File: src/hw/als_consts.svh
`ifndef ALS_CONSTS_SVH
`define ALS_CONSTS_SVH

// Bus addresses, as the full first byte of a transfer.
`define ALS_BUS_WR_ADDR 8'h26
`define ALS_BUS_RD_ADDR 8'h27

// Register indices.
`define ALS_REG_CFG 8'h84
`define ALS_REG_RES_HI 8'h85
`define ALS_REG_RES_LO 8'h86

// Configuration register fields and reset value.
`define ALS_CFG_MODE_BIT 7
`define ALS_CFG_AVG_MSB 2
`define ALS_CFG_AVG_LSB 0
`define ALS_CFG_RESET 8'h00

// Timing: figures in their own units, cycle counts derived from the clock period.
`define ALS_CLK_PERIOD_NS 25
`define ALS_FRAME_MS 100
`define ALS_MEAS_US 300
`define ALS_FRAME_CYC ((`ALS_FRAME_MS * 1000000) / `ALS_CLK_PERIOD_NS)
`define ALS_MEAS_CYC ((`ALS_MEAS_US * 1000) / `ALS_CLK_PERIOD_NS)

`endif

File: src/hw/als_pkg.sv
package als_pkg;

  typedef enum logic [2:0] {
    I2C_IDLE,
    I2C_RX_ADDR,
    I2C_RX_DATA,
    I2C_ACK,
    I2C_TX,
    I2C_MACK,
    I2C_TX_NEXT
  } i2c_state_e;

  typedef enum logic {
    CONV_MEASURE,
    CONV_HOLD
  } conv_state_e;

endpackage : als_pkg

File: src/hw/als_meas_if.sv
`timescale 1ns/100ps

interface als_meas_if;
  logic cont_mode;
  logic [2:0] avg_code;
  logic [15:0] result;
  logic result_stb;

  modport engine (
    input cont_mode,
    input avg_code,
    output result,
    output result_stb
  );

  modport ctrl (
    output cont_mode,
    output avg_code,
    input result,
    input result_stb
  );
endinterface : als_meas_if

File: src/hw/als_conv_engine.sv
`timescale 1ns/100ps
`include "als_consts.svh"

module als_conv_engine #(
  parameter int FRAME_CYCLES = `ALS_FRAME_CYC,
  parameter int MEAS_CYCLES = `ALS_MEAS_CYC
) (
  input wire logic ref_clk,
  input wire logic sys_rst,
  input wire logic [15:0] adc_sample,
  als_meas_if.engine m
);
  localparam int FW = $clog2(FRAME_CYCLES + 1);
  localparam int MW = $clog2(MEAS_CYCLES + 1);

  als_pkg::conv_state_e st_q, st_d;
  logic [FW-1:0] frame_cnt_q, frame_cnt_d;
  logic [MW-1:0] meas_cnt_q, meas_cnt_d;
  logic [7:0] n_q, n_d;
  logic [22:0] acc_q, acc_d;
  logic [15:0] pend_q, pend_d;
  logic [15:0] res_q, res_d;
  logic stb_q, stb_d;
  logic mode_q;
  logic meas_done, set_done, frame_end, restart;
  logic [22:0] sum, avg_full;
  logic [7:0] avg_num;

  assign avg_num = 8'h01 << m.avg_code;
  assign meas_done = (st_q == als_pkg::CONV_MEASURE) && (meas_cnt_q == MW'(MEAS_CYCLES - 1));
  // A smaller averaging code arriving mid-set ends that set at the first measurement end where its measurements reach the new count, instead of wrapping.
  assign set_done = meas_done && (n_q >= avg_num - 8'h01);
  assign frame_end = frame_cnt_q == FW'(FRAME_CYCLES - 1);
  assign restart = mode_q != m.cont_mode;
  assign sum = acc_q + {7'h00, adc_sample};
  assign avg_full = sum >> m.avg_code;

  always_comb begin
    st_d = st_q;
    meas_cnt_d = meas_cnt_q;
    n_d = n_q;
    acc_d = acc_q;
    pend_d = pend_q;
    res_d = res_q;
    stb_d = 1'b0;
    frame_cnt_d = frame_end ? '0 : frame_cnt_q + FW'(1);
    case (st_q)
      als_pkg::CONV_MEASURE: begin
        meas_cnt_d = meas_cnt_q + MW'(1);
        if (meas_done) begin
          meas_cnt_d = '0;
          acc_d = sum;
          n_d = n_q + 8'h01;
          if (set_done) begin
            acc_d = '0;
            n_d = 8'h00;
            if (m.cont_mode) begin
              res_d = avg_full[15:0];
              stb_d = 1'b1;
            end else begin
              pend_d = avg_full[15:0];
              st_d = als_pkg::CONV_HOLD;
            end
          end
        end
      end
      als_pkg::CONV_HOLD: begin
        if (frame_end) begin
          res_d = pend_q;
          stb_d = 1'b1;
          st_d = als_pkg::CONV_MEASURE;
          meas_cnt_d = '0;
        end
      end
      default: st_d = als_pkg::CONV_MEASURE;
    endcase
    // A mode change abandons the set in progress and starts a fresh frame, keeping the old result.
    if (restart) begin
      st_d = als_pkg::CONV_MEASURE;
      meas_cnt_d = '0;
      frame_cnt_d = '0;
      n_d = 8'h00;
      acc_d = '0;
      stb_d = 1'b0;
      res_d = res_q;
    end
  end

  always_ff @(posedge ref_clk or posedge sys_rst) begin
    if (sys_rst) begin
      st_q <= als_pkg::CONV_MEASURE;
      frame_cnt_q <= '0;
      meas_cnt_q <= '0;
      n_q <= 8'h00;
      acc_q <= '0;
      pend_q <= 16'h0000;
      res_q <= 16'h0000;
      stb_q <= 1'b0;
      mode_q <= 1'b0;
    end else begin
      st_q <= st_d;
      frame_cnt_q <= frame_cnt_d;
      meas_cnt_q <= meas_cnt_d;
      n_q <= n_d;
      acc_q <= acc_d;
      pend_q <= pend_d;
      res_q <= res_d;
      stb_q <= stb_d;
      mode_q <= m.cont_mode;
    end
  end

  assign m.result = res_q;
  assign m.result_stb = stb_q;
endmodule : als_conv_engine

File: src/hw/als_readout.sv
// Notes on behaviour
// Host selects the result high byte by writing address 26h, then index 85h.
// A read at address 27h after that returns the result high byte first.
// The next read byte returns the low byte at index 86 without re-indexing.
// Configuration bit 7 picks framed standard mode (0) or continuous mode (1).
// Standard mode performs the whole averaged set inside one 100 ms frame.
// Each single measurement lasts about 300 us.
// The number of measurements set by averaging, up to 128, is averaged.
// In standard mode the averaged result appears only when the frame ends.
// Continuous mode starts each measurement right after the previous one.
// Stop or repeated start between index write and read are both accepted.
// The register pointer advances by one after each read data byte.
// Results update only once per complete averaged set, both bytes together.
`timescale 1ns/100ps
`include "als_consts.svh"

module als_readout #(
  parameter int FRAME_CYCLES = `ALS_FRAME_CYC,
  parameter int MEAS_CYCLES = `ALS_MEAS_CYC
) (
  input wire logic ref_clk,
  input wire logic sys_rst,
  input wire logic scl_i,
  input wire logic sda_i,
  output wire logic sda_o,
  output wire logic sda_oe,
  input wire logic [15:0] adc_sample
);
  als_meas_if m ();

  als_pkg::i2c_state_e st_q, st_d;
  logic scl_q, sda_q;
  logic [3:0] cnt_q, cnt_d;
  logic [7:0] sr_q, sr_d;
  logic [7:0] ptr_q, ptr_d;
  logic rw_q, rw_d;
  logic idx_q, idx_d;
  logic [7:0] cfg_q, cfg_d;
  logic oe_q, oe_d;
  logic scl_rise, scl_fall, start, stop;
  logic load_tx, wr_cfg;
  logic [7:0] rd_byte;

  function automatic logic [7:0] reg_read(input logic [7:0] idx, input logic [7:0] cfg,
                                          input logic [15:0] res);
    case (idx)
      `ALS_REG_CFG: reg_read = cfg;
      `ALS_REG_RES_HI: reg_read = res[15:8];
      `ALS_REG_RES_LO: reg_read = res[7:0];
      default: reg_read = 8'h00;
    endcase
  endfunction : reg_read

  assign scl_rise = scl_i && !scl_q;
  assign scl_fall = !scl_i && scl_q;
  assign start = scl_i && scl_q && sda_q && !sda_i;
  assign stop = scl_i && scl_q && !sda_q && sda_i;
  assign rd_byte = reg_read(ptr_q, cfg_q, m.result);

  always_comb begin
    st_d = st_q;
    cnt_d = cnt_q;
    sr_d = sr_q;
    ptr_d = ptr_q;
    rw_d = rw_q;
    idx_d = idx_q;
    cfg_d = cfg_q;
    oe_d = oe_q;
    load_tx = 1'b0;
    wr_cfg = 1'b0;
    case (st_q)
      als_pkg::I2C_IDLE: st_d = als_pkg::I2C_IDLE;
      als_pkg::I2C_RX_ADDR, als_pkg::I2C_RX_DATA: begin
        if (scl_rise) begin
          sr_d = {sr_q[6:0], sda_i};
          cnt_d = cnt_q + 4'h1;
        end else if (scl_fall && cnt_q == 4'h8) begin
          cnt_d = 4'h0;
          if (st_q == als_pkg::I2C_RX_ADDR) begin
            if (sr_q == `ALS_BUS_WR_ADDR) begin
              rw_d = 1'b0;
              idx_d = 1'b1;
              oe_d = 1'b1;
              st_d = als_pkg::I2C_ACK;
            end else if (sr_q == `ALS_BUS_RD_ADDR) begin
              rw_d = 1'b1;
              oe_d = 1'b1;
              st_d = als_pkg::I2C_ACK;
            end else begin
              st_d = als_pkg::I2C_IDLE;
            end
          end else begin
            if (idx_q) begin
              ptr_d = sr_q;
              idx_d = 1'b0;
            end else begin
              wr_cfg = ptr_q == `ALS_REG_CFG;
              if (wr_cfg) begin
                cfg_d = sr_q;
              end
              ptr_d = ptr_q + 8'h01;
            end
            oe_d = 1'b1;
            st_d = als_pkg::I2C_ACK;
          end
        end
      end
      als_pkg::I2C_ACK: begin
        if (scl_fall) begin
          if (rw_q) begin
            load_tx = 1'b1;
          end else begin
            oe_d = 1'b0;
            st_d = als_pkg::I2C_RX_DATA;
          end
        end
      end
      als_pkg::I2C_TX: begin
        if (scl_rise) begin
          cnt_d = cnt_q + 4'h1;
        end else if (scl_fall) begin
          if (cnt_q == 4'h8) begin
            oe_d = 1'b0;
            st_d = als_pkg::I2C_MACK;
          end else begin
            sr_d = {sr_q[6:0], 1'b0};
            oe_d = !sr_q[6];
          end
        end
      end
      als_pkg::I2C_MACK: begin
        // A not-acknowledge ends the read; the bus is already released.
        if (scl_rise) begin
          st_d = sda_i ? als_pkg::I2C_IDLE : als_pkg::I2C_TX_NEXT;
        end
      end
      als_pkg::I2C_TX_NEXT: begin
        if (scl_fall) begin
          load_tx = 1'b1;
        end
      end
      default: st_d = als_pkg::I2C_IDLE;
    endcase
    if (load_tx) begin
      sr_d = rd_byte;
      oe_d = !rd_byte[7];
      ptr_d = ptr_q + 8'h01;
      cnt_d = 4'h0;
      st_d = als_pkg::I2C_TX;
    end
    // The pointer survives both, so the read may follow either way.
    if (stop) begin
      st_d = als_pkg::I2C_IDLE;
      oe_d = 1'b0;
    end
    if (start) begin
      st_d = als_pkg::I2C_RX_ADDR;
      cnt_d = 4'h0;
      oe_d = 1'b0;
      idx_d = 1'b0;
    end
  end

  always_ff @(posedge ref_clk or posedge sys_rst) begin
    if (sys_rst) begin
      st_q <= als_pkg::I2C_IDLE;
      scl_q <= 1'b1;
      sda_q <= 1'b1;
      cnt_q <= 4'h0;
      sr_q <= 8'h00;
      ptr_q <= 8'h00;
      rw_q <= 1'b0;
      idx_q <= 1'b0;
      cfg_q <= `ALS_CFG_RESET;
      oe_q <= 1'b0;
    end else begin
      st_q <= st_d;
      scl_q <= scl_i;
      sda_q <= sda_i;
      cnt_q <= cnt_d;
      sr_q <= sr_d;
      ptr_q <= ptr_d;
      rw_q <= rw_d;
      idx_q <= idx_d;
      cfg_q <= cfg_d;
      oe_q <= oe_d;
    end
  end

  assign m.cont_mode = cfg_q[`ALS_CFG_MODE_BIT];
  assign m.avg_code = cfg_q[`ALS_CFG_AVG_MSB:`ALS_CFG_AVG_LSB];
  assign sda_o = 1'b0;
  assign sda_oe = oe_q;

  als_conv_engine #(
    .FRAME_CYCLES(FRAME_CYCLES),
    .MEAS_CYCLES(MEAS_CYCLES)
  ) u_conv (
    .ref_clk(ref_clk),
    .sys_rst(sys_rst),
    .adc_sample(adc_sample),
    .m(m.engine)
  );
endmodule : als_readout

File: config.mk
export PLATFORM = sky130hd
export DESIGN_NAME = als_readout
export DESIGN_NICKNAME = d
export VERILOG_FILES = /design/src/hw/als_pkg.sv /design/src/hw/als_meas_if.sv /design/src/hw/als_conv_engine.sv /design/src/hw/als_readout.sv
export VERILOG_INCLUDE_DIRS = /design/src /design/src/hw
export SDC_FILE = /design/constraint.sdc
export NUM_CORES = 1
export LEC_CHECK = 0
export ABC_AREA = 1
export BUFFER_PORTS_ARGS = -buffer_cell sky130_fd_sc_hd__buf_2
export CAP_MARGIN = 20
export CORE_UTILIZATION = 60
export CTS_BUF_LIST = sky130_fd_sc_hd__clkbuf_16
export DETAILED_ROUTE_END_ITERATION = 10
export PLACE_DENSITY_LB_ADDON = 0.3
export SYNTH_ARGS = -nofsm -noshare
export SYNTH_HDL_FRONTEND = slang
export SYNTH_SLANG_ARGS = --single-unit
File: constraint.sdc
create_clock -name ref_clk -period 5.6 [get_ports ref_clk]
set_input_delay 0.84 -clock ref_clk [delete_from_list [all_inputs] [get_ports ref_clk]]
set_output_delay 0.84 -clock ref_clk [all_outputs]
set_load 0.01 [all_outputs]
---- Word-level counts from Yosys, hierarchy flattened ----
Cells that the tools add are included.
cells by class
  add/subtract/negate cells ............... 7
  magnitude comparators ................... 1
  equality and inequality tests ........... 41
  shift-type cells ........................ 2
  multiplexer cells ....................... 85
  bitwise gates (word level) .............. 6
  reduce and logical (&&, ||, !) cells .... 37
operators by type and width
  operator               number
  $mux 8                 15
  $mux 23                4
  $mux 16                4
  $ne 5x5->1 const B     9
  $mux 22                2
  $mux 14                3
  $mux 3                 13
  $pmux 16 s2            1
  $mux 1                 28
  $pmux 14 s2            1
  $eq 8x8->1 const B     3
  $pmux 8 s3             1
  $add 23x16->23         1
  $shr 23x3->16          1
  $add 22x1->22 const B  1
  $eq 22x22->1 const B   1
  $mux 4                 5
  $add 8x1->8 const B    2
  $eq 8x6->1 const B     2
  $pmux 8 s2             1
  $ne 3x3->1 const B     5
  $pmux 3 s5             1
  $reduce_and 5->1       3
  $add 14x1->14 const B  1
  33 further kinds       71
storage, ports and cells
  bits in registers ....................... 137
  output and inout bits ................... 2

---- Depth between registers and ports, before layout ----
Gate-level depths: netlist of the first run.
  depth in word-level cells ............... 10
  depth in mapped cells ................... 20
  mapped depth without buffers ............ 20

---- Hierarchy ----
Synthesis of the first run repeated with hierarchy kept, for this count alone.
unflattened totals
  cells, all modules ...................... 1,390
  area total of the unflattened synthesis .. 9,557.9 µm²
modules (own cells, without submodules)
  module           instances  cells each  area each (µm²)  sequential area each (µm²)
  als_conv_engine  1          1,032       7,088.0          2,552.4
  als_readout      1          358         2,469.9          903.4

---- Worst setup path after synthesis of the first run ----
Ideal clock, no wire load.
  path type ............................... input-to-reg
  start ................................... in adc_sample[0]
  end ..................................... reg u_conv.res_q[15] (netlist: u_conv.m.result[15])
  setup time .............................. 0.116 ns
  arrival time ............................ 2.602 ns
  path slack .............................. 2.882 ns
  stages on the path ...................... 19
  buffers on the path ..................... 0
  cell sequence ........................... ha_1 inv_1 fa_1 inv_1 nand3_1 nand2_1 nand2_1 nand2_1 nand2_1 nand2_1 nand2_1 nand3_1 nand2_1 nand2_1 nand3_1 nand2_1 nand2_1 nand2_1 nand2_1
between the ends
  longest elaborated chain between the ends .. 6
RTL lines
  what                  line                    text
  start, declared       als_readout.sv:27       input wire logic [15:0] adc_sample
  $add 23x16->23        als_conv_engine.sv:35   assign sum = acc_q + {7'h00, adc_sample};
  $shr 23x3->16         als_conv_engine.sv:36   assign avg_full = sum >> m.avg_code;
  $mux 16               als_conv_engine.sv:57   if (m.cont_mode) begin
  $mux 16               als_conv_engine.sv:54   if (set_done) begin
  $mux 16               als_conv_engine.sv:50   if (meas_done) begin
  $pmux 16 s2           als_conv_engine.sv:47   case (st_q)
  end signal, assigned  als_conv_engine.sv:107  res_q <= res_d;
  end, declared         als_conv_engine.sv:22   logic [15:0] res_q, res_d;
No other way between the ends. The select of a mux whose other input is x is not followed.
A chain may end at the register's enable or synchronous reset.

---- Worst setup path in the final report of the first run ----
  start ................................... reg cfg_q[0]
  end ..................................... reg u_conv.acc_q[7]
between the ends
  longest elaborated chain between the ends .. 8
RTL lines
  what                    line                    text
  start, declared         als_readout.sv:38       logic [7:0] cfg_q, cfg_d;
  start signal, assigned  als_readout.sv:174      cfg_q <= `ALS_CFG_RESET;
  start signal, assigned  als_readout.sv:185      cfg_q <= cfg_d;
  $shl 1x3->8             als_conv_engine.sv:29   assign avg_num = 8'h01 << m.avg_code;
  $sub 8x1->8             als_conv_engine.sv:32   assign set_done = meas_done && (n_q >= avg_num - 8'h01);
  $ge 8x8->1              als_conv_engine.sv:32
  $logic_and 1x1->1       als_conv_engine.sv:32
  $mux 23                 als_conv_engine.sv:54
  $mux 23                 als_conv_engine.sv:50
  $mux 23                 als_conv_engine.sv:47
  $mux 23                 als_conv_engine.sv:78   if (restart) begin
  end signal, assigned    als_conv_engine.sv:95   acc_q <= '0;
  end signal, assigned    als_conv_engine.sv:105  acc_q <= acc_d;
  end, declared           als_conv_engine.sv:20   logic [22:0] acc_q, acc_d;
No other way between the ends. The select of a mux whose other input is x is not followed.

==> impl_metrics.yaml, run 1 <==
status:
  status: "finished clean"
synth:
  yosysMostFrequentCell: "nand2_1"
  synth_area_per_cell_um2: 6.89
  synth_compound_gate_area_share_pct: 11.9
  ys.flop_type: "dfrtp_1"
  synth.yosys.seq_area_share_pct: 37.4
  ys_types: 49
  yosysTopAreaCellShare_pct: 36.9
  synth-edff-count: 0
  yosys_warnings: 0
  yosys-mux-area-fraction_pct: 0
  synth_top_family_by_area: "simple AND/OR/NAND/NOR gates"
  synthAdderAreaFrac_pct: 4.73
  post_synth_and_or_nand_nor_area_fraction_pct: 34.1
  synthTopCellsByCount: "nand2_1, inv_1, nand3_1, dfrtp_1, nor2_1"
  synth-xor-area-share_pct: 2.96
  synth.area.top_cells: "dfrtp_1, nand2_1, nand3_1, inv_1, ha_1"
  synthCells: 1329
  ys_async_sr_fraction_pct: 100
  synth_seq_cells: 137
  synth_nets: 1383
  netlist_area_um2: 9160
  synth_top_cell_by_area: "dfrtp_1"
place:
  detailed_place_hpwl_um: 17200
  postPlaceCellArea_um2: 9370
  port_buffers: 20
  placed_cells: 1501
  gp_congestion: 0.991
timing:
  hold_viol: 0
  finalSetupViolCount: 0
  tns_ns: 0
  period_minus_slack_ns: 3.57
  worst_slew_pin_slew_ns: 1.06
  clock_skew_ns: 0.00913
  slew_viol_final: 0
  slew_headroom_pct: 28.6
  timing.fmax_mhz: 280
  whs_ns: 0.460
  timing.final.crit_share_pct: 63.8
  grt_setup_unrepaired: "false"
clocking:
  numClockSinks: 137
  cts.repair.resized: 0
  cts_root_buf: "clkbuf_16"
  clkTransAtPathRegs_ns: 0.06
  cts_setup_buffers: 0
  cts_tree: "built"
  insertion_delay_ns: 0.44
  cts_buffer_depth: 2
  ctsHoldBuffers: 0
  cts_inserted_buffers: 17
  h-tree-depth: 4
layout:
  antenna_cells: 0
  design_area_um2: 9950
  drive_gt1_share_pct: 6.38
  syn_to_final_growth_pct: 8.59
  final_util_pct: 67.7
  n_fill_cell: 1261
  nets: 1390
  stdcell_count: 1532
power_and_ir_drop:
  leakage_nw: 5.16
  power_density_nw_per_um2: 283
  ir_drop_v: 0.000285
detailed_routing:
  drt-wirelength-per-cell_um: 15.3
  first_iter_violations: 823
  first_pass_iters: 5
  viasPerCell: 5.73
  final_antenna_net_count: 0
  drt-total-wl_um: 23400
  drc: 0
  vias: 8773
floorplan:
  start_util_pct: 62.3
  ios: 22
  fp.dieH_um: 126
  fp.coreArea_um2: 14700
  dieArea_um2: 15800
  die_w_um: 126
  rows: 44
critical_path:
  reg2reg_slack_ns: 2.03
  r2r-end: "u_conv.acc_q[7]"
  arrival_ns: 3.91
  crit_end: "u_conv.acc_q[7]"
  cp-end-kind: "flip-flop"
  path_max_fanout: 26
  timing.rr.start: "cfg_q[0]"
  startpoint: "cfg_q[0]"
  cp.required_ns: 5.94
  cp-start-kind: "flip-flop"
  setup.worst_path.class: "flip-flop to flip-flop"
  r2r_cells: 11
grt:
  first_global_vias: 8424
  grt_usage_pct: 32.1
  grt_max_degree: 89
  grt_first_pass_wirelength_um: 40300
  antenna_found_initial: 0
  overflow: 0
job:
  cap_violations: 0
worst_hold_path:
  hold_path.class: "flip-flop to flip-flop"
## critical path, stage by stage, from the launching register on
cell,delay (ns)
dfrtp_1,0.86
inv_1,0.56
nand2_1,0.19
ha_1,0.16
inv_1,0.04
a21oi_1,0.11
o21ai_0,0.09
nand2_1,0.07
o2111ai_1,0.17
nor3_4,0.65
inv_2,0.31
o21ai_0,0.26
## placed cells by master, fill, tap and decap left out, types with 6 or more instances in the layout
| master | synthesis | routed |
|---|---|---|
| a21oi_1 | 54 | 54 |
| buf_2 | 9 | 20 |
| clkbuf_16 | 0 | 17 |
| clkinv_1 | 2 | 6 |
| dfrtp_1 | 135 | 135 |
| ha_1 | 33 | 33 |
| inv_1 | 164 | 163 |
| inv_2 | 10 | 10 |
| nand2_1 | 406 | 406 |
| nand3_1 | 162 | 162 |
| nand4_1 | 20 | 20 |
| nor2_1 | 85 | 85 |
| nor2_2 | 6 | 6 |
| nor3_1 | 21 | 21 |
| o211ai_1 | 11 | 11 |
| o21ai_0 | 69 | 69 |
| o21ai_1 | 17 | 17 |
| o22ai_1 | 18 | 18 |
| xnor2_1 | 12 | 11 |
| xor2_1 | 19 | 19 |
## final cells by class
type / instances / area [um^2] / area share, %
repair buffers: 22 / 115 / 1.16
multi-input cells: 982 / 4930 / 49.5
inverters: 176 / 666 / 6.69
well taps: 184 / 230 / 2.31
clock inverters: 14 / 154 / 1.55
clock buffers: 17 / 425 / 4.28
flip-flops and latches: 137 / 3430 / 34.5
## where the power goes
group | internal [mW] | switching [mW] | leakage, nW
combinational | 0.193 | 0.383 | 3.23
sequential | 1.05 | 0.0513 | 1.64
clock | 0.691 | 0.446 | 0.283
## kinds of logic (layout without fill, tap and decap cells)
family,Yosys count,in the layout
and+or+nand+nor,725,725
xor gates and xnor gates,31,31
adders and majority gates,34,34
buffers and inverters,210,229
other,2,2
AOI/OAI and AO/OA,190,190
DFF,137,137
## state kept, by name, indices dropped and copies added (netlist names)
| name | flops |
|---|---|
| ptr_q | 8 |
| idx_q | 1 |
| u_conv.mode_q | 1 |
| u_conv.acc_q | 23 |
| sr_q | 8 |
| cfg_q | 8 |
| scl_q | 1 |
| rw_q | 1 |
| sda_q | 1 |
| u_conv.pend_q | 16 |
| u_conv.n_q | 8 |
| u_conv.m.result | 16 |
| st_q | 3 |
| cnt_q | 4 |
| u_conv.frame_cnt_q | 22 |
| u_conv.meas_cnt_q | 14 |
| u_conv.st_q | 1 |
| sda_oe | 1 |
## layer usage
layer  global-route usage, %  vias up  share of wire (%)
met5                       0        -                  0
met4                    12.1        0                1.7
met3                    6.97       44                7.4
met2                    49.6      344                 45
met1                    44.1     4035                 46
li1                        -     4350                  -
## worst min path at each step
| stage | start | end | slack [ns] | cells after the start |
|---|---|---|---|---|
| 6_report | u_conv.frame_cnt_q[0] | u_conv.frame_cnt_q[0] | 0.46 | 1 |
| 5_1_grt | u_conv.frame_cnt_q[0] | u_conv.frame_cnt_q[0] | 0.49 | 1 |
| 4_1_cts | u_conv.frame_cnt_q[0] | u_conv.frame_cnt_q[0] | 0.46 | 1 |
| 3_5_place_dp | u_conv.frame_cnt_q[0] | u_conv.frame_cnt_q[0] | 0.46 | 1 |
| 3_3_place_gp | u_conv.frame_cnt_q[0] | u_conv.frame_cnt_q[0] | 0.45 | 1 |
| 2_1_floorplan | u_conv.frame_cnt_q[0] | u_conv.frame_cnt_q[0] | 0.43 | 1 |
## per-stage QoR
step	setup slack, ns	power, mW
floorplan	1.10	1.55
global placement	2.29	1.67
detailed placement	2.16	1.67
CTS	2.14	2.81
global route	1.68	2.95
finish	2.03	2.81
(Power assumes the default switching activity.)
==> run 2: changes to the inputs <==
--- a/config.mk
+++ b/config.mk
@@ -9,7 +9,7 @@
 export ABC_AREA = 1
 export BUFFER_PORTS_ARGS = -buffer_cell sky130_fd_sc_hd__buf_2
 export CAP_MARGIN = 20
-export CORE_UTILIZATION = 60
+export CORE_UTILIZATION = 58
 export CTS_BUF_LIST = sky130_fd_sc_hd__clkbuf_16
 export DETAILED_ROUTE_END_ITERATION = 10
 export PLACE_DENSITY_LB_ADDON = 0.3
==> constraint.sdc (replaced) <==
create_clock -name ref_clk -period 3.2 [get_ports ref_clk]
set_input_delay 0.48 -clock ref_clk [delete_from_list [all_inputs] [get_ports ref_clk]]
set_output_delay 0.48 -clock ref_clk [all_outputs]
set_load 0.01 [all_outputs]
==> run 2 against run 1 <==
Non-clock buffer count grew 14. Global-route usage shrank 3.0 points. Wire length shrank 5.4%. Flip-flop and latch count is the same. Register-to-register slack lost 1.6 ns. Sequential power grew 75%. Final area grew 2.0%.
==> impl_metrics.yaml, run 2 (synthesis gave the netlist of run 1 again) <==
timing:
  grt_setup_unrepaired: "false"
  clock_skew_ns: 0.00737
  slew_headroom_pct: 47.4
  timing.final.crit_share_pct: 86.2
  worst_slew_pin_slew_ns: 0.788
  period_minus_slack_ns: 2.76
  timing.fmax_mhz: 363
  tns_ns: 0
  hold_viol: 0
  finalSetupViolCount: 0
  slew_viol_final: 0
detailed_routing:
  first_iter_violations: 941
  vias: 8760
  drt-wirelength-per-cell_um: 14.1
  final_antenna_net_count: 0
  first_pass_iters: 6
  viasPerCell: 5.57
  drc: 0
  drt-total-wl_um: 22200
layout:
  syn_to_final_growth_pct: 10.7
  largest_reg_flops: 23
  reg.largest.list: "u_conv.acc_q: 23 flops, u_conv.frame_cnt_q: 22 flops"
  final_util_pct: 66.2
  regMostFlops: "u_conv.acc_q"
  drive_gt1_share_pct: 7.56
  layout_common_cells: "nand2_1, inv_1, nand3_1"
  final_common_cell: "nand2_1"
  antenna_cells: 0
  nets: 1404
clocking:
  cts_setup_buffers: 0
  cts_tree: "built"
  h-tree-depth: 4
  cts_buffer_depth: 2
  cts_root_buf: "clkbuf_16"
  clkTransAtPathRegs_ns: 0.06
  insertion_delay_ns: 0.42
  numClockSinks: 137
  cts.repair.resized: 0
  cts_inserted_buffers: 17
  ctsHoldBuffers: 0
worst_hold_path:
  hold_path_depth: 1
  hold_path.class: "input port to flip-flop"
grt:
  grt_usage_pct: 29.0
  grt_first_pass_wirelength_um: 37900
  first_global_vias: 8063
  overflow: 0
  antenna_found_initial: 0
  grt_max_degree: 138
status:
  status: "finished clean"
critical_path:
  path_max_fanout: 10
  cp.buffers_inverters: 2
  worstPathCellList: "nand2_1, inv_1, nand2_1, ha_1, nand2_1, nor2_1, nand4_1, o2111ai_1, nand2_1, nand2_1, o211ai_1, inv_2, nor2_1, a21oi_1"
  cp_common_cell: "nand2_1"
  cp-end-kind: "flip-flop"
  arrival_ns: 3.10
  critical_path_cell_count: 14
  setup.worst_path.class: "flip-flop to flip-flop"
  cpMaxStageDelayCell: "dfrtp_1"
  cp_top_family: "simple AND/OR/NAND/NOR gates"
  cp.required_ns: 3.54
  cp-start-kind: "flip-flop"
  max_stage_delay_ns: 0.52
  r2r_cells: 14
power_and_ir_drop:
  power_density_nw_per_um2: 493
  ir_drop_v: 0.000428
  intPower_mw: 3.48
  pwr-share-comb_pct: 19.8
  clkPwrFrac_pct: 41.7
  p_switching_mw: 1.52
  leakage_nw: 5.24
  seqPwrFrac_pct: 38.5
  p_sw_share_pct: 30.4
floorplan:
  dieArea_um2: 16300
  fp.coreArea_um2: 15300
  ios: 22
  fp.dieH_um: 128
  rows: 45
  start_util_pct: 59.8
  die_w_um: 128
place:
  port_buffers: 20
  gp_congestion: 1.00
  detailed_place_hpwl_um: 16300
job:
  cap_violations: 0
-- run 2: changes by cell type in the layout (fill, tap and decap cells not counted) --
cell	change
buf_12	+1
clkinv_2	-3
clkinvlp_4	+3
inv_6	-1
bufinv_16	+1
inv_1	+1
clkinv_1	-4
clkinv_4	+3
buf_4	+13
-- run 2: path summary, 6_finish.rpt --
path	slack, ns	start	endpoint
setup / recovery	0.44	cfg_q[1]	u_conv.m.result[6]
hold / removal	0.19	scl_i	scl_q
setup reg to reg	0.44	cfg_q[1]	u_conv.m.result[6]
hold reg to reg	0.47	u_conv.frame_cnt_q[0]	u_conv.frame_cnt_q[0]
max in group asynchronous	2.38	sys_rst	sr_q[4]
min in group asynchronous	0.25	sys_rst	u_conv.frame_cnt_q[19]
-- run 2: routing by layer --
layer  up-vias  global-route usage, %  share of wire, %
met5         -                      0                 0
met4         0                   7.89               1.2
met3        25                   4.84               6.1
met2       265                   45.4                45
met1      4088                   41.8                48
li1       4382                      -                 -
-- run 2: final cells by class --
class | count | area [um^2]
Multi-Input combinational cell | 982 | 4930
Clock buffer | 17 | 425
Inverter | 176 | 664
Fill cell | 1318 | 5170
Timing Repair Buffer | 36 | 233
Clock inverter | 14 | 199
Tap cell | 211 | 264
Sequential cell | 137 | 3430
-- run 2: power by group through the flow --
stage | Combinational (mW) | Clock [mW] | Sequential (mW)
finish | 0.989 | 2.09 | 1.93
global route | 1.12 | 2.19 | 1.94
CTS | 0.985 | 2.10 | 1.93
detailed placement | 0.973 | 0 | 1.96
global placement | 0.959 | 0 | 1.96
floorplan | 0.781 | 0 | 1.94
-- run 2: stage by stage --
stage / setup slack (ns) / total power [mW] / instances / cell area, um^2 / hold slack (ns)
after floorplan: 0.667 / 2.72 / 1329 / 9170 / 0.433
after global placement: 0.506 / 2.91 / 1542 / 9520 / 0.454
after detailed placement: 0.440 / 2.93 / 1542 / 9520 / 0.465
after CTS: 0.515 / 5.02 / 1573 / 10100 / 0.182
after global routing: 0.201 / 5.26 / 1573 / 10100 / 0.183
final: 0.442 / 5.00 / 1573 / 10100 / 0.190
==> run 3: changes to the inputs <==
--- a/config.mk
+++ b/config.mk
@@ -9,10 +9,12 @@
 export ABC_AREA = 1
 export BUFFER_PORTS_ARGS = -buffer_cell sky130_fd_sc_hd__buf_2
 export CAP_MARGIN = 20
-export CORE_UTILIZATION = 58
+export CORE_UTILIZATION = 60
 export CTS_BUF_LIST = sky130_fd_sc_hd__clkbuf_16
 export DETAILED_ROUTE_END_ITERATION = 10
+export HOLD_SLACK_MARGIN = 0.03
 export PLACE_DENSITY_LB_ADDON = 0.3
+export SKIP_CTS_REPAIR_TIMING = 1
 export SYNTH_ARGS = -nofsm -noshare
 export SYNTH_HDL_FRONTEND = slang
 export SYNTH_SLANG_ARGS = --single-unit
==> constraint.sdc (replaced) <==
create_clock -name ref_clk -period 2.8 [get_ports ref_clk]
set_input_delay 0.42 -clock ref_clk [delete_from_list [all_inputs] [get_ports ref_clk]]
set_output_delay 0.42 -clock ref_clk [all_outputs]
set_load 0.01 [all_outputs]
==> run 3 against run 2 <==
Largest cell class unchanged. Total power rose by 9.9%. Die area fell by 3.3%. Fmax rose by 10%. Clock power rose by 2%.
==> impl_metrics.yaml, run 3 (synthesis gave the netlist of run 1 again) <==
timing:
  slew_headroom_pct: 51.2
  worst_slew_pin_slew_ns: 0.732
  period_minus_slack_ns: 2.50
  tns_ns: 0
  finalSetupViolCount: 0
  clock_skew_ns: 0.0111
  hold_viol: 0
  timing.fmax_mhz: 399
  timing.final.crit_share_pct: 89.4
  grt_setup_unrepaired: "false"
  slew_viol_final: 0
  worst_slack_ns: 0.296
power_and_ir_drop:
  power_density_nw_per_um2: 546
  intPower_mw: 3.78
  clkPwrFrac_pct: 39.0
  p_switching_mw: 1.72
  ir_drop_v: 0.000605
  pwr-share-comb_pct: 20.9
  total_power_mw: 5.50
  seqPwrFrac_pct: 40.1
  leakage_nw: 5.25
  p_sw_share_pct: 31.2
place:
  gp_congestion: 0.947
  dpl_worst_slack_ns: 0.157
  port_buffers: 20
  postPlaceCellArea_um2: 9510
  detailed_place_hpwl_um: 16900
layout:
  antenna_cells: 0
  largest_reg_flops: 23
  drive_gt1_share_pct: 7.61
  reg.largest.list: "u_conv.acc_q: 23 flops, u_conv.frame_cnt_q: 22 flops"
  regMostFlops: "u_conv.acc_q"
  design_area_um2: 10100
  nets: 1408
  syn_to_final_growth_pct: 9.94
  layout_common_cells: "nand2_1, inv_1, nand3_1"
  final_common_cell: "nand2_1"
critical_path:
  cpMaxStageDelayCell: "fa_1"
  cp-start-kind: "flip-flop"
  path_max_fanout: 3
  setup.worst_path.class: "flip-flop to flip-flop"
  arrival_ns: 2.83
  cp_top_family: "simple AND/OR/NAND/NOR gates"
  cp_common_cell: "nand2_1"
  worstPathCellList: "ha_1, inv_1, fa_1, inv_1, nand3_1, nand2_2, nand2_1, nand2_2, nand2_1, nand2_1, nand3_1, nand2_1, nand2_1, nand3_1, nand2_1, nand2_1, nand2_1, nand2_1, nand2_1"
  cp.required_ns: 3.12
  cp.buffers_inverters: 2
  max_stage_delay_ns: 0.39
  cp-end-kind: "flip-flop"
clocking:
  clkTransAtPathRegs_ns: 0.06
  cts_root_buf: "clkbuf_16"
  cts_buffer_depth: 2
  cts_inserted_buffers: 17
  insertion_delay_ns: 0.43
  h-tree-depth: 4
  numClockSinks: 137
  cts_tree: "built"
worst_hold_path:
  hold_path.class: "input port to flip-flop"
detailed_routing:
  first_pass_iters: 6
  drc: 0
  viasPerCell: 5.77
  drt-total-wl_um: 23200
  vias: 8952
  drt-wirelength-per-cell_um: 15.0
  final_antenna_net_count: 0
  first_iter_violations: 786
grt:
  grt_usage_pct: 31.9
  first_global_vias: 8355
  grt_first_pass_wirelength_um: 40100
  antenna_found_initial: 0
  grt_max_degree: 138
  overflow: 0
floorplan:
  die_w_um: 126
  start_util_pct: 62.3
  fp.dieH_um: 126
  dieArea_um2: 15800
  rows: 44
  ios: 22
  fp.coreArea_um2: 14700
job:
  cap_violations: 0
status:
  status: "finished clean"
-- run 3: layer usage --
layer | global-route usage, % | vias to the layer above | wire [um]
met5 | 0 | - | 0
met4 | 10.1 | 0 | 500
met3 | 6.68 | 49 | 1650
met2 | 50.0 | 323 | 10600
met1 | 44.1 | 4190 | 10500
li1 | - | 4390 | -
-- run 3: area by class of cell --
class | count | area (um^2)
inverter | 176 | 664
multi-input combinational | 982 | 4930
timing repair buffer | 40 | 263
sequential | 137 | 3430
fill | 1229 | 4630
tap | 184 | 230
clock buffer | 17 | 425
clock inverter | 15 | 123
-- run 3: per-stage QoR --
stage | hold slack (ns) | cells | utilization, %
2_1_floorplan | 0.424 | 1329 | -
3_3_place_gp | 0.451 | 1518 | 64.7
3_5_place_dp | 0.468 | 1518 | 64.7
4_1_cts | 0.0981 | 1550 | 68.4
5_1_grt | 0.103 | 1551 | 68.5
6_report | 0.108 | 1551 | 68.5
-- run 3: final timing paths --
path                       cells past startpoint                     end  slack [ns]        startpoint
min reg2reg                                    2        u_conv.pend_q[3]        0.48  u_conv.pend_q[3]
min                                            1                   sda_q        0.11             sda_i
max                                           19     u_conv.m.result[15]        0.30   u_conv.acc_q[0]
min in group asynchronous                      3  u_conv.frame_cnt_q[15]        0.20           sys_rst
max in group asynchronous                      3                cfg_q[1]        2.05           sys_rst
max reg2reg                                   19     u_conv.m.result[15]        0.30   u_conv.acc_q[0]
-- run 3: power groups by stage --
| stage | Clock [mW] | Combinational [mW] | Sequential [mW] |
|---|---|---|---|
| after floorplan | 0 | 0.893 | 2.21 |
| after global placement | 0 | 1.11 | 2.23 |
| after detailed placement | 0 | 1.13 | 2.23 |
| after CTS | 2.16 | 1.14 | 2.20 |
| after global routing | 2.25 | 1.29 | 2.22 |
| final | 2.14 | 1.15 | 2.20 |
